===== src/rtl/safety_stop_pkg.sv =====
// Constants and types shared by the safety stop coordinator
package safety_stop_pkg;

  // Bus geometry
  localparam int ADDR_W = 4;
  localparam int DATA_W = 16;

  // Register offsets
  localparam logic [3:0] REG_CTRL       = 4'h0;
  localparam logic [3:0] REG_NET_CMD    = 4'h1;
  localparam logic [3:0] REG_IN_ASSIGN  = 4'h2;
  localparam logic [3:0] REG_DECEL_TIME = 4'h3;
  localparam logic [3:0] REG_OUT_ASSIGN = 4'h4;
  localparam logic [3:0] REG_STATUS     = 4'h5;

  // Control register fields
  localparam int CTRL_MODE_BIT  = 0;
  localparam int CTRL_METH_LSB  = 1;
  localparam int CTRL_RESET_BIT = 3;

  // Status register fields
  localparam int STAT_ALARM_BIT = 10;
  localparam int STAT_STOP_BIT  = 11;
  localparam int STAT_FSM_LSB   = 12;

  // Safety sub-functions, one status-monitor bit each
  localparam int NFUNC           = 10;
  localparam int FN_SHUTOFF      = 0;
  localparam int FN_DECEL        = 1;
  localparam int FN_DECEL_HOLD   = 2;
  localparam int FN_STANDSTILL   = 3;
  localparam int FN_SPEED_LIMIT  = 4;
  localparam int FN_TRAVEL_LIMIT = 5;
  localparam int FN_TORQUE_LIMIT = 6;
  localparam int FN_DIRECTION    = 7;
  localparam int FN_BRAKE_CTRL   = 8;
  localparam int FN_SPEED_WINDOW = 9;

  // Pins and assignment codes (code 0 means unassigned)
  localparam int NIN      = 4;
  localparam int NOUT     = 3;
  localparam int CODE_W   = 4;
  localparam logic [CODE_W-1:0] CODE_NONE = 4'h0;

  // Reset values
  localparam logic [NFUNC-1:0]  NET_CMD_RST    = 10'h3ff;
  localparam logic [15:0]       IN_ASSIGN_RST  = 16'h0000;
  localparam logic [11:0]       OUT_ASSIGN_RST = 12'h000;
  localparam logic [15:0]       DECEL_TIME_RST = 16'h03e8;

  // Timing: deceleration monitor counts in microseconds
  localparam int CLK_PERIOD_PS = 8000;
  localparam int TICK_TIME_PS  = 1000000;
  localparam int TICK_CYCLES   = TICK_TIME_PS / CLK_PERIOD_PS;
  localparam int PRESCALE_W    = 7;

  // Controlled-stop sequencer
  typedef enum logic [1:0] {
    ST_IDLE  = 2'b00,
    ST_DECEL = 2'b01,
    ST_HOLD  = 2'b11
  } stop_state_t;

  // Alarm stop methods
  typedef enum logic [1:0] {
    M_SHUTOFF_DYN  = 2'b00,
    M_DECEL_ELEC   = 2'b01,
    M_DECEL_FORCED = 2'b10
  } method_t;

endpackage : safety_stop_pkg


===== src/rtl/pin_sync.sv =====
// Two-stage synchroniser for asynchronous pin levels
`timescale 1ns/1ps
`default_nettype none
module pin_sync #(
  parameter int W = 1
) (
  // Clock and reset
  input  wire logic         clk,
  input  wire logic         resetn,
  // Levels
  input  wire logic [W-1:0] d,
  output var  logic [W-1:0] q
);
  logic [W-1:0] meta;

  always_ff @(posedge clk or negedge resetn) begin
    if (!resetn) begin
      meta <= '0;
      q    <= '0;
    end else begin
      meta <= d;
      q    <= meta;
    end
  end
endmodule : pin_sync
`default_nettype wire


===== src/rtl/safety_stop_coordinator.sv =====
// Safety sub-function stop coordinator with register port
//
// The register offsets and the strobed register port were decided locally.
`timescale 1ns/1ps
`default_nettype none
module safety_stop_coordinator
  import safety_stop_pkg::*;
(
  // Clock and reset
  input  wire logic              CLK,
  input  wire logic              RESETN,
  // Register port
  input  wire logic [ADDR_W-1:0] ADDR,
  input  wire logic [DATA_W-1:0] WDATA,
  input  wire logic              WR,
  input  wire logic              RD,
  output var  logic [DATA_W-1:0] RDATA,
  // Safety pins
  input  wire logic [NIN-1:0]    SAFETY_IN,
  input  wire logic              ALARM_CAUSE,
  input  wire logic              SERIOUS_ERR,
  input  wire logic              COMM_RESET,
  // Status and drive outputs
  output var  logic              TORQUE_SHUTOFF_STATUS,
  output var  logic              MALFUNCTION_ALARM,
  output var  logic [NFUNC-1:0]  STATUS_MON,
  output var  logic [NOUT-1:0]   SAFETY_OUT,
  output var  logic              DYN_BRAKE,
  output var  logic              ELEC_BRAKE,
  output var  logic              FORCED_DECEL
);

  ////////////////////////////////////////////////////////////////////////////
  // Pin synchronisation

  logic [NIN+2:0] pins_s;
  logic [NIN-1:0] in_s;
  logic           cause_s;
  logic           serr_s;
  logic           comm_s;
  logic           comm_q;

  pin_sync #(.W(NIN + 3)) u_sync (
    .clk    (CLK),
    .resetn (RESETN),
    .d      ({COMM_RESET, SERIOUS_ERR, ALARM_CAUSE, SAFETY_IN}),
    .q      (pins_s)
  );

  assign in_s    = pins_s[NIN-1:0];
  assign cause_s = pins_s[NIN];
  assign serr_s  = pins_s[NIN+1];
  assign comm_s  = pins_s[NIN+2];

  always_ff @(posedge CLK or negedge RESETN) begin
    if (!RESETN) begin
      comm_q <= 1'b0;
    end else begin
      comm_q <= comm_s;
    end
  end

  ////////////////////////////////////////////////////////////////////////////
  // Registers

  logic                      net_mode;
  method_t                   method;
  logic [NFUNC-1:0]          net_cmd;
  logic [NIN*CODE_W-1:0]     in_assign;
  logic [15:0]               decel_time;
  logic [NOUT*CODE_W-1:0]    out_assign;
  logic                      wr_ctrl;

  assign wr_ctrl = WR && (ADDR == REG_CTRL);

  always_ff @(posedge CLK or negedge RESETN) begin
    if (!RESETN) begin
      net_mode   <= 1'b0;
      method     <= M_SHUTOFF_DYN;
      net_cmd    <= NET_CMD_RST;
      in_assign  <= IN_ASSIGN_RST;
      decel_time <= DECEL_TIME_RST;
      out_assign <= OUT_ASSIGN_RST;
    end else if (WR) begin
      case (ADDR)
        REG_CTRL: begin
          net_mode <= WDATA[CTRL_MODE_BIT];
          method   <= method_t'(WDATA[CTRL_METH_LSB +: 2]);
        end
        REG_NET_CMD:    net_cmd    <= WDATA[NFUNC-1:0];
        REG_IN_ASSIGN:  in_assign  <= WDATA[NIN*CODE_W-1:0];
        REG_DECEL_TIME: decel_time <= WDATA;
        REG_OUT_ASSIGN: out_assign <= WDATA[NOUT*CODE_W-1:0];
        default: ;
      endcase
    end
  end

  ////////////////////////////////////////////////////////////////////////////
  // Command decode

  logic [NFUNC-1:0] cmd_dev;
  logic [NFUNC-1:0] req;
  logic             inputs_ok;

  // Several pins may share one function; any pin off requests it
  always_comb begin
    cmd_dev   = '1;
    inputs_ok = 1'b1;
    for (int p = 0; p < NIN; p++) begin
      if (in_assign[p*CODE_W +: CODE_W] != CODE_NONE) begin
        inputs_ok = inputs_ok & in_s[p];
        for (int f = 0; f < NFUNC; f++) begin
          if (in_assign[p*CODE_W +: CODE_W] == CODE_W'(f + 1)) begin
            cmd_dev[f] = cmd_dev[f] & in_s[p];
          end
        end
      end
    end
  end

  assign req = ~(net_mode ? net_cmd : cmd_dev);

  ////////////////////////////////////////////////////////////////////////////
  // Alarm and serious-error state

  logic alarm;
  logic stopped;
  logic rst_req;
  logic reset_ok;
  logic sto_cmd_req;

  assign sto_cmd_req = req[FN_SHUTOFF];
  assign rst_req     = (wr_ctrl && WDATA[CTRL_RESET_BIT])
                     || (comm_s && !comm_q);
  // Network mode needs the shut-off command back on before a reset takes
  assign reset_ok    = !cause_s && !stopped
                     && (net_mode ? !sto_cmd_req : inputs_ok);

  always_ff @(posedge CLK or negedge RESETN) begin
    if (!RESETN) begin
      stopped <= 1'b0;
    end else if (serr_s) begin
      stopped <= 1'b1;
    end
  end

  // Cause wins over a reset arriving in the same cycle
  always_ff @(posedge CLK or negedge RESETN) begin
    if (!RESETN) begin
      alarm <= 1'b0;
    end else if (cause_s || serr_s) begin
      alarm <= 1'b1;
    end else if (rst_req && reset_ok) begin
      alarm <= 1'b0;
    end
  end

  ////////////////////////////////////////////////////////////////////////////
  // Controlled-stop sequencer and its monitor timer

  stop_state_t           state;
  stop_state_t           next_state;
  logic [PRESCALE_W-1:0] prescale;
  logic                  tick;
  logic [15:0]           timer;
  logic                  alarm_decel;
  logic                  decel_req;
  logic                  sto_active;
  logic                  decel_run;
  logic                  expired;

  assign alarm_decel = alarm && (method != M_SHUTOFF_DYN);
  assign decel_req   = req[FN_DECEL] || alarm_decel;
  assign sto_active  = sto_cmd_req || (state == ST_HOLD)
                     || (alarm && method == M_SHUTOFF_DYN);
  assign decel_run   = (state == ST_DECEL) && !sto_cmd_req;
  assign expired     = decel_run && (timer >= decel_time);
  assign tick        = prescale == PRESCALE_W'(TICK_CYCLES - 1);

  always_ff @(posedge CLK or negedge RESETN) begin
    if (!RESETN) begin
      prescale <= '0;
    end else begin
      prescale <= tick ? '0 : prescale + 1'b1;
    end
  end

  always_comb begin
    next_state = state;
    case (state)
      ST_IDLE: begin
        if (decel_req) begin
          next_state = sto_active ? ST_HOLD : ST_DECEL;
        end
      end
      ST_DECEL: begin
        if (!decel_req) begin
          next_state = ST_IDLE;
        end else if (expired) begin
          next_state = ST_HOLD;
        end
      end
      ST_HOLD: begin
        // Shut-off command release alone does not leave this state
        if (!decel_req) begin
          next_state = ST_IDLE;
        end
      end
      default: next_state = ST_IDLE;
    endcase
  end

  always_ff @(posedge CLK or negedge RESETN) begin
    if (!RESETN) begin
      state <= ST_IDLE;
    end else if (!stopped) begin
      state <= next_state;
    end
  end

  // Timer only clears while idle, so a second trigger cannot restart it
  always_ff @(posedge CLK or negedge RESETN) begin
    if (!RESETN) begin
      timer <= '0;
    end else if (state == ST_IDLE) begin
      timer <= '0;
    end else if (decel_run && tick && !stopped && timer != '1) begin
      timer <= timer + 1'b1;
    end
  end

  ////////////////////////////////////////////////////////////////////////////
  // Status monitor and outputs

  logic [NFUNC-1:0] next_status;
  logic [NOUT-1:0]  next_out;
  logic             elec_sel;

  assign elec_sel = alarm && method == M_DECEL_ELEC;

  always_comb begin
    next_status             = req;
    next_status[FN_SHUTOFF] = sto_active;
    next_status[FN_DECEL]   = state != ST_IDLE;
    if (stopped) begin
      next_status = '0;
    end
  end

  always_comb begin
    next_out = '0;
    for (int o = 0; o < NOUT; o++) begin
      for (int f = 0; f < NFUNC; f++) begin
        if (out_assign[o*CODE_W +: CODE_W] == CODE_W'(f + 1)) begin
          next_out[o] = next_status[f];
        end
      end
    end
  end

  always_ff @(posedge CLK or negedge RESETN) begin
    if (!RESETN) begin
      TORQUE_SHUTOFF_STATUS <= 1'b0;
      MALFUNCTION_ALARM     <= 1'b1;
      STATUS_MON            <= '0;
      SAFETY_OUT            <= '0;
    end else begin
      TORQUE_SHUTOFF_STATUS <= !(sto_active || stopped);
      MALFUNCTION_ALARM     <= !alarm;
      STATUS_MON            <= next_status;
      SAFETY_OUT            <= next_out;
    end
  end

  // Electronic brake only under the matching alarm method; else ramp down
  always_ff @(posedge CLK or negedge RESETN) begin
    if (!RESETN) begin
      DYN_BRAKE    <= 1'b0;
      ELEC_BRAKE   <= 1'b0;
      FORCED_DECEL <= 1'b0;
    end else begin
      DYN_BRAKE    <= sto_active || stopped;
      ELEC_BRAKE   <= decel_run && elec_sel && !stopped;
      FORCED_DECEL <= decel_run && !elec_sel && !stopped;
    end
  end

  ////////////////////////////////////////////////////////////////////////////
  // Register read

  always_ff @(posedge CLK or negedge RESETN) begin
    if (!RESETN) begin
      RDATA <= '0;
    end else if (RD) begin
      case (ADDR)
        REG_CTRL:       RDATA <= DATA_W'({method, net_mode});
        REG_NET_CMD:    RDATA <= DATA_W'(net_cmd);
        REG_IN_ASSIGN:  RDATA <= DATA_W'(in_assign);
        REG_DECEL_TIME: RDATA <= decel_time;
        REG_OUT_ASSIGN: RDATA <= DATA_W'(out_assign);
        REG_STATUS:     RDATA <= DATA_W'({state, stopped, alarm, STATUS_MON});
        default:        RDATA <= '0;
      endcase
    end else begin
      RDATA <= '0;
    end
  end
endmodule : safety_stop_coordinator
`default_nettype wire


===== config.mk =====
export PLATFORM = sky130hd
export DESIGN_NAME = safety_stop_coordinator
export DESIGN_NICKNAME = d
export VERILOG_FILES = /design/src/rtl/safety_stop_pkg.sv /design/src/rtl/pin_sync.sv /design/src/rtl/safety_stop_coordinator.sv
export SDC_FILE = /design/constraint.sdc
export NUM_CORES = 1
export LEC_CHECK = 0
export CAP_MARGIN = 25
export CELL_PAD_IN_SITES_DETAIL_PLACEMENT = 1
export CELL_PAD_IN_SITES_GLOBAL_PLACEMENT = 1
export CORE_UTILIZATION = 35
export DETAILED_ROUTE_END_ITERATION = 10
export DONT_BUFFER_PORTS = 1
export PLACE_DENSITY = 0.66
export SYNTH_ARGS = -nofsm -noshare
export SYNTH_HDL_FRONTEND = slang
export SYNTH_SLANG_ARGS = --single-unit
export TNS_END_PERCENT = 5

===== constraint.sdc =====
create_clock -name CLK -period 2.4 [get_ports CLK]
set_clock_uncertainty 0.15 [all_clocks]
set_input_delay 0.12 -clock CLK [delete_from_list [all_inputs] [get_ports CLK]]
set_output_delay 0.12 -clock CLK [all_outputs]
set_load 0.05 [all_outputs]

==> summary.md, run 1 <==
| Metric | Value |
|---|---|
| Status | `finished, violations left` |
| Violated checks | `negative hold slack, negative setup slack` |
| Final Hold Fails | `133` |
| Reg-to-reg endpoint | `SAFETY_OUT[1]` |
| Post-Synthesis Cells | `641` |
| Minimum clock period | `2.44 ns` |
| Total negative slack | `-0.0361 ns` |
| Compound-Gate Fraction of Synth Area | `0.145` |
| Slew headroom | `0.471` |
| Commonest cells in the netlist | `dfrtp_1, mux2_2, nand2_1` |
| Adder-cell share of the synthesized area | `0.0356` |
| Reg-to-reg setup timing slack | `-0.04 ns` |
| IO buf count | `0` |
| Area of the multi-input gates | `3220 um^2` |
| Height of the die | `140 um` |
| Seq cells post-synth | `133` |
| MaxCap Viol Count | `0` |
| Avg WL per Cell | `23.3 um` |
| Post-DP Area | `7300 um^2` |
| Post-synth top area share | `0.435` |
| Min-Delay Path Class | `in -> async` |
| Area Growth Syn to Fin | `26.7%` |
| # hold bufs at CTS | `26` |
| Yosys Warn Count | `0` |
| Worst EP arrival | `2.59 ns` |
| Clock power share | `0.409` |
| Gr ovfl total | `0` |
| Switch Pwr | `2.18 mW` |
| Top-count cell post-synth | `dfrtp_1` |
| Comb pwr share | `0.194` |
| Longest Clk Path Bufs | `2` |
| Antenna Violating Nets Remaining | `0` |
| Mux cell area share after synthesis | `0.0990` |
| Via-to-Cell Ratio | `5.80` |
| Register Area | `3350 um^2` |
| Post-route cell area | `8450 um^2` |
| All-Layer GR Usage | `0.239` |
| Final WL | `22.6 mm` |
| Tcrit/Tclk final | `1.02` |
| Least-Margin Pin Slew | `0.792 ns` |
| Num Clock Sinks | `133` |
| Area leader, netlist | `dfrtp_1` |
| Power per cell area | `880 nW/um^2` |
| Final nets | `772` |
| Switching Share | `0.293` |
| Clock latency on the worst-skew pair | `0.42 ns` |
| Syn Std Cell Area | `6670 um^2` |
| Die area | `19,600 um^2` |
| Synth Area in XOR/XNOR | `0.0171` |
| Max Clock Freq | `410 MHz` |
| Post-Syn Nets | `691` |
| Kind of critical path | `reg -> reg` |
| GPL Wtd Cong | `0.894` |
| Hold WS | `-0.743 ns` |
| # DRC | `0` |
| 1st-pass router iterations | `5` |
| Via count | `5,616` |
| Largest net degree at the start of global routing | `134` |
| Seq pwr share | `0.397` |
| Final Max Tran Viols | `0` |
| Fraction of layout cells with a size suffix above 1 | `0.295` |
| Peak VDD IR | `526 uV` |
| CP max FO | `6` |
| Vias in the first global route | `6,090` |
| Starting density of the core | `0.357` |
| Initial antenna violation count | `0` |
| Clk slew on worst S/H paths | `0.06 ns` |
| Crit path launch type | `flop` |
| First-pass GRT wire length | `35.3 mm` |
| Synth area leaders | `dfrtp_1, mux2_2, dfstp_2, ha_1, nand2_1` |
| CTS root buf | `clkbuf_16` |
| Synthesized area per cell | `10.4 um^2` |
| Die X | `140 um` |
| RSZ-0062 raised after global routing | `true` |
| DPL Wire Length | `16.0 mm` |
| Critical Path RT | `2.56 ns` |
| I/O Pins | `65` |
| Non-filler cells, final | `969` |
| Cells on worst reg2reg path | `7` |
| CTS tree | `done` |
| Core Area | `18,700 um^2` |
| Final WS setup | `-0.0361 ns` |
| Pleak | `3.60 nW` |
| Critical Path End Type | `flop` |
| Synth Flop Type | `dfrtp_1` |
| Rows | `50` |
| Combinational family with the most area after synthesis | `simple AND/OR/NAND/NOR gates` |
| Ant diodes | `0` |
| Synth cell types | `57` |
| Asr flop ratio synth | `1.00` |
| Filler instances | `2,031` |
| Sequential share of the synthesized area | `0.502` |
| Cell Int Power | `5.26 mW` |
| Origin of the critical flop-to-flop path | `in_assign[11]` |
| 1st-iter DRT viols | `491` |
| Final Setup Violations | `1` |
| Area fraction in and, or, nand and nor cells after synthesis | `0.163` |
| Number of synthesized flops with an enable pin | `0` |
| Clock buffer count from CTS | `17` |
| Cells after DPL | `904` |
| H-tree levels | `4` |
| Pre-CTS setup slack | `-0.105 ns` |
| Tot Pwr | `7.43 mW` |
| Setup crit start | `in_assign[11]` |
==> stage by stage <==
step / util / hold WS (ns)
2_1_floorplan: - / -0.326
3_3_place_gp: 0.390 / -0.316
6_report: 0.452 / -0.743
3_5_place_dp: 0.390 / -0.317
5_1_grt: 0.452 / -0.762
4_1_cts: 0.442 / -0.767
==> metal layers <==
layer	GRT usage	part of all wire
met1	0.329	0.47
met5	0	0
met2	0.383	0.47
met3	0.0359	0.040
met4	0.0804	0.017
==> layout by cell type, fill, tap and decap left out, types with 8 or more instances in the layout <==
cell / instances
xnor2_1: 10
o21ai_0: 23
a22oi_1: 19
nand3b_1: 8
inv_1: 35
nand2_1: 44
dfrtp_1: 113
mux2_2: 56
nor2_1: 43
nand3_1: 19
nor3_1: 14
nor4_1: 10
o22ai_1: 17
dfstp_2: 17
ha_1: 19
buf_4: 66
or3b_2: 8
clkbuf_16: 17
a31oi_1: 9
dlygate4sd3_1: 26
a21oi_1: 23
nand2b_1: 15
==> worst max path at each step <==
stage,to,cells after the start
global placement,SAFETY_OUT[2],7
detailed placement,SAFETY_OUT[0],7
finish,SAFETY_OUT[1],7
global route,SAFETY_OUT[1],7
floorplan,timer[14],7
CTS,timer[12],7
==> worst max-delay path, cell delays in order, from the launching register on <==
cell       delay, ns
dfrtp_2         0.44
or3_1           0.43
buf_4           0.16
o22ai_1         0.19
nor3_1          0.14
a2111oi_0       0.52
a211oi_1        0.17
o311ai_1        0.13
==> cells by family (layout without fill, tap and decap cells) <==
| kind of cell | Yosys count | after routing |
|---|---|---|
| multiplexers | 59 | 59 |
| AND/OR/NAND/NOR | 207 | 207 |
| AO/OA/AOI/OAI | 143 | 143 |
| flip-flops | 133 | 133 |
| XOR/XNOR | 13 | 13 |
| buffers and inverters | 67 | 161 |
| adder cells (fa/ha/maj) | 19 | 19 |
==> area by class of cell <==
cell class	count	area share
sequential	133	0.397
inverter	35	0.0155
clock inverter	11	0.0259
timing repair buffer	94	0.0921
tap	234	0.0346
clock buffer	21	0.0545
multi-input combinational	441	0.381
==> power by group through the flow <==
stage	combinational, mW	sequential, mW	clock, mW
floorplan	0.853	2.79	0
global placement	1.24	2.95	0
detailed placement	1.27	2.97	0
CTS	1.35	2.93	3.08
global route	1.54	2.98	3.17
finish	1.44	2.95	3.04
==> flip-flops by register name, summed over array words and instances (netlist names), 7 cells and up <==
signal,cells
u_sync.meta,7
RDATA,16
in_assign,16
STATUS_MON,10
net_cmd,10
u_sync.q,7
prescale,7
out_assign,12
timer,16
decel_time,16
==> what timing repair did <==
action                                  4_1_cts  5_1_grt
hold endpoints to repair                    205      133
pin swaps                                     0        5
buffers inserted                              0        7
endpoints found under the setup margin        7       12
gates resized for setup                       5       35
Note: power is estimated with default switching activity, not from simulation.
==> run 2: changes to the inputs <==
--- a/config.mk
+++ b/config.mk
@@ -8,6 +8,7 @@
 export CAP_MARGIN = 25
 export CELL_PAD_IN_SITES_DETAIL_PLACEMENT = 1
 export CELL_PAD_IN_SITES_GLOBAL_PLACEMENT = 1
+export CORE_MARGIN = 5
 export CORE_UTILIZATION = 35
 export DETAILED_ROUTE_END_ITERATION = 10
 export DONT_BUFFER_PORTS = 1
==> run 2 against run 1 <==
Net effect:
- the run ends with negative hold slack left
- cell count unchanged
- hold slack lost 0.023 ns
- register-to-register slack gained 0.08 ns
- via count increased by 1.4%
- maximum frequency grew 3.2%
- critical path type unchanged
- critical endpoint is now timer[15]
- global-route usage down 2.6 points
- power is 6.4% lower
- sequential cell count unchanged
- non-clock buffer count did not move
- cell area is 1.5% lower
- combinational power about the same
- die area up 12%
- largest cell class unchanged
==> summary.md, run 2 (same netlist as run 1, synthesis figures left out) <==
| Metric | Value |
|---|---|
| Post-DP Area | `7270 um^2` |
| Final nets | `772` |
| Avg WL per Cell | `23.7 um` |
| Ant diodes | `0` |
| Num Clock Sinks | `133` |
| Die area | `21,900 um^2` |
| Post-route cell area | `8330 um^2` |
| Longest Clk Path Bufs | `2` |
| All-Layer GR Usage | `0.213` |
| Status | `finished, violations left` |
| I/O Pins | `65` |
| Pleak | `3.53 nW` |
| Rows | `50` |
| Fraction of layout cells with a size suffix above 1 | `0.293` |
| Starting density of the core | `0.357` |
| Peak VDD IR | `557 uV` |
| Power per cell area | `836 nW/um^2` |
| GPL Wtd Cong | `0.921` |
| 1st-iter DRT viols | `344` |
| Setup crit start | `in_assign[0]` |
| Worst EP arrival | `2.56 ns` |
| MaxCap Viol Count | `0` |
| Final Max Tran Viols | `0` |
| Min-Delay Path Class | `in -> async` |
| Worst path cell trace | `or3b_4 -> o22ai_4 -> o31a_1 -> or3_4 -> or4b_1 -> a21oi_1` |
| Total negative slack | `0 ns` |
| Critical Path End Type | `flop` |
| CTS root buf | `clkbuf_16` |
| CTS tree | `done` |
| Max Clock Freq | `424 MHz` |
| # DRC | `0` |
| First-pass GRT wire length | `35.9 mm` |
| Clk slew on worst S/H paths | `0.06 ns` |
| Initial antenna violation count | `0` |
| Most frequent cells in the layout | `dfrtp_1, buf_4, mux2_2` |
| Via-to-Cell Ratio | `5.88` |
| Final Setup Violations | `0` |
| Tcrit/Tclk final | `0.983` |
| H-tree levels | `4` |
| RSZ-0062 raised after global routing | `true` |
| CP max FO | `7` |
| Via count | `5,696` |
| Critical Path RT | `2.60 ns` |
| Die X | `148 um` |
| 1st-pass router iterations | `5` |
| Hold WS | `-0.766 ns` |
| Antenna Violating Nets Remaining | `0` |
| Clock latency on the worst-skew pair | `0.43 ns` |
| Least-Margin Pin Slew | `0.777 ns` |
| IO buf count | `0` |
| Violated checks | `negative hold slack` |
| Kind of critical path | `reg -> reg` |
| Final Hold Fails | `133` |
| Height of the die | `148 um` |
| # hold bufs at CTS | `29` |
| Final core utilization | `0.445` |
| Critical Path Max Stage Delay | `0.48 ns` |
| Final WL | `23.0 mm` |
| DPL Wire Length | `16.3 mm` |
| Filler instances | `2,069` |
| Commonest non-fill, non-tap cell in the layout | `dfrtp_1` |
| Area Growth Syn to Fin | `24.8%` |
| Vias in the first global route | `6,051` |
| Largest net degree at the start of global routing | `134` |
| Slowest-stage cell, CP | `or4b_1` |
| Origin of the critical flop-to-flop path | `in_assign[0]` |
| Gr ovfl total | `0` |
| Crit path launch type | `flop` |
| Minimum clock period | `2.36 ns` |
| Clock buffer count from CTS | `17` |
| Core Area | `18,700 um^2` |
| Slew headroom | `0.481` |
[run 2: changes by cell type in the layout (fill, tap and decap cells not counted), moves of 3 or more]
cell	change
bufinv_16	-5
dlygate4sd3_1	+3
dfrtp_1	-3
buf_4	-3
dfrtp_2	+3
inv_6	+3
[run 2: area by class of cell]
class | instances | area, um^2 | share of cell area
clock buffer | 17 | 425 | 0.0511
clock inverter | 15 | 144 | 0.0173
inverter | 35 | 131 | 0.0158
multi-input combinational | 441 | 3200 | 0.384
sequential | 133 | 3360 | 0.403
tap | 234 | 293 | 0.0352
timing repair buffer | 94 | 779 | 0.0936
[run 2: timing repair]
item	in CTS	in global routing
hold endpoints to repair	211	133
setup endpoints to repair	6	7
pin swaps	0	5
resized for setup	5	33
buffers inserted	0	7
[run 2: worst paths after layout]
| check | slack [ns] | cells past startpoint | end |
|---|---|---|---|
| worst min-delay path | -0.77 | 0 | out_assign[8] |
| min in group CLK | 0.03 | 3 | RDATA[2] |
| worst max-delay path | 0.04 | 6 | timer[15] |
| max in group asynchronous | 2.61 | 0 | decel_time[7] |
| worst max register to register | 0.04 | 6 | timer[15] |
| worst min register to register | 0.20 | 0 | u_sync.q[5] |
[run 2: power by group]
part / leakage [nW] / internal [mW] / switching, mW
registers: 1.65 / 2.55 / 0.408
logic: 1.60 / 0.677 / 0.746
clock network: 0.279 / 1.45 / 1.13
total: 3.53 / 4.68 / 2.28
[run 2: through the flow]
step	power (mW)	instances	setup WS, ns	hold WS (ns)
2_1_floorplan	3.65	641	0.0620	-0.326
4_1_cts	6.91	961	0.000909	-0.786
3_5_place_dp	4.24	900	-0.0112	-0.321
3_3_place_gp	4.18	900	-0.0313	-0.321
6_report	6.96	969	0.0400	-0.766
5_1_grt	7.29	969	-0.0227	-0.795
[run 2: critical path, delay by kind of cell, from the launching register on]
| family | cells | cell delay (ns) |
|---|---|---|
| DFF | 1 | 0.40 |
| AOI/OAI and AO/OA | 3 | 0.56 |
| and+or+nand+nor | 3 | 1.17 |
[run 2: routing by layer]
layer,global-route usage,part of all wire
met1,0.306,0.46
met2,0.319,0.45
met3,0.0506,0.067
met4,0.0656,0.020
met5,0,0
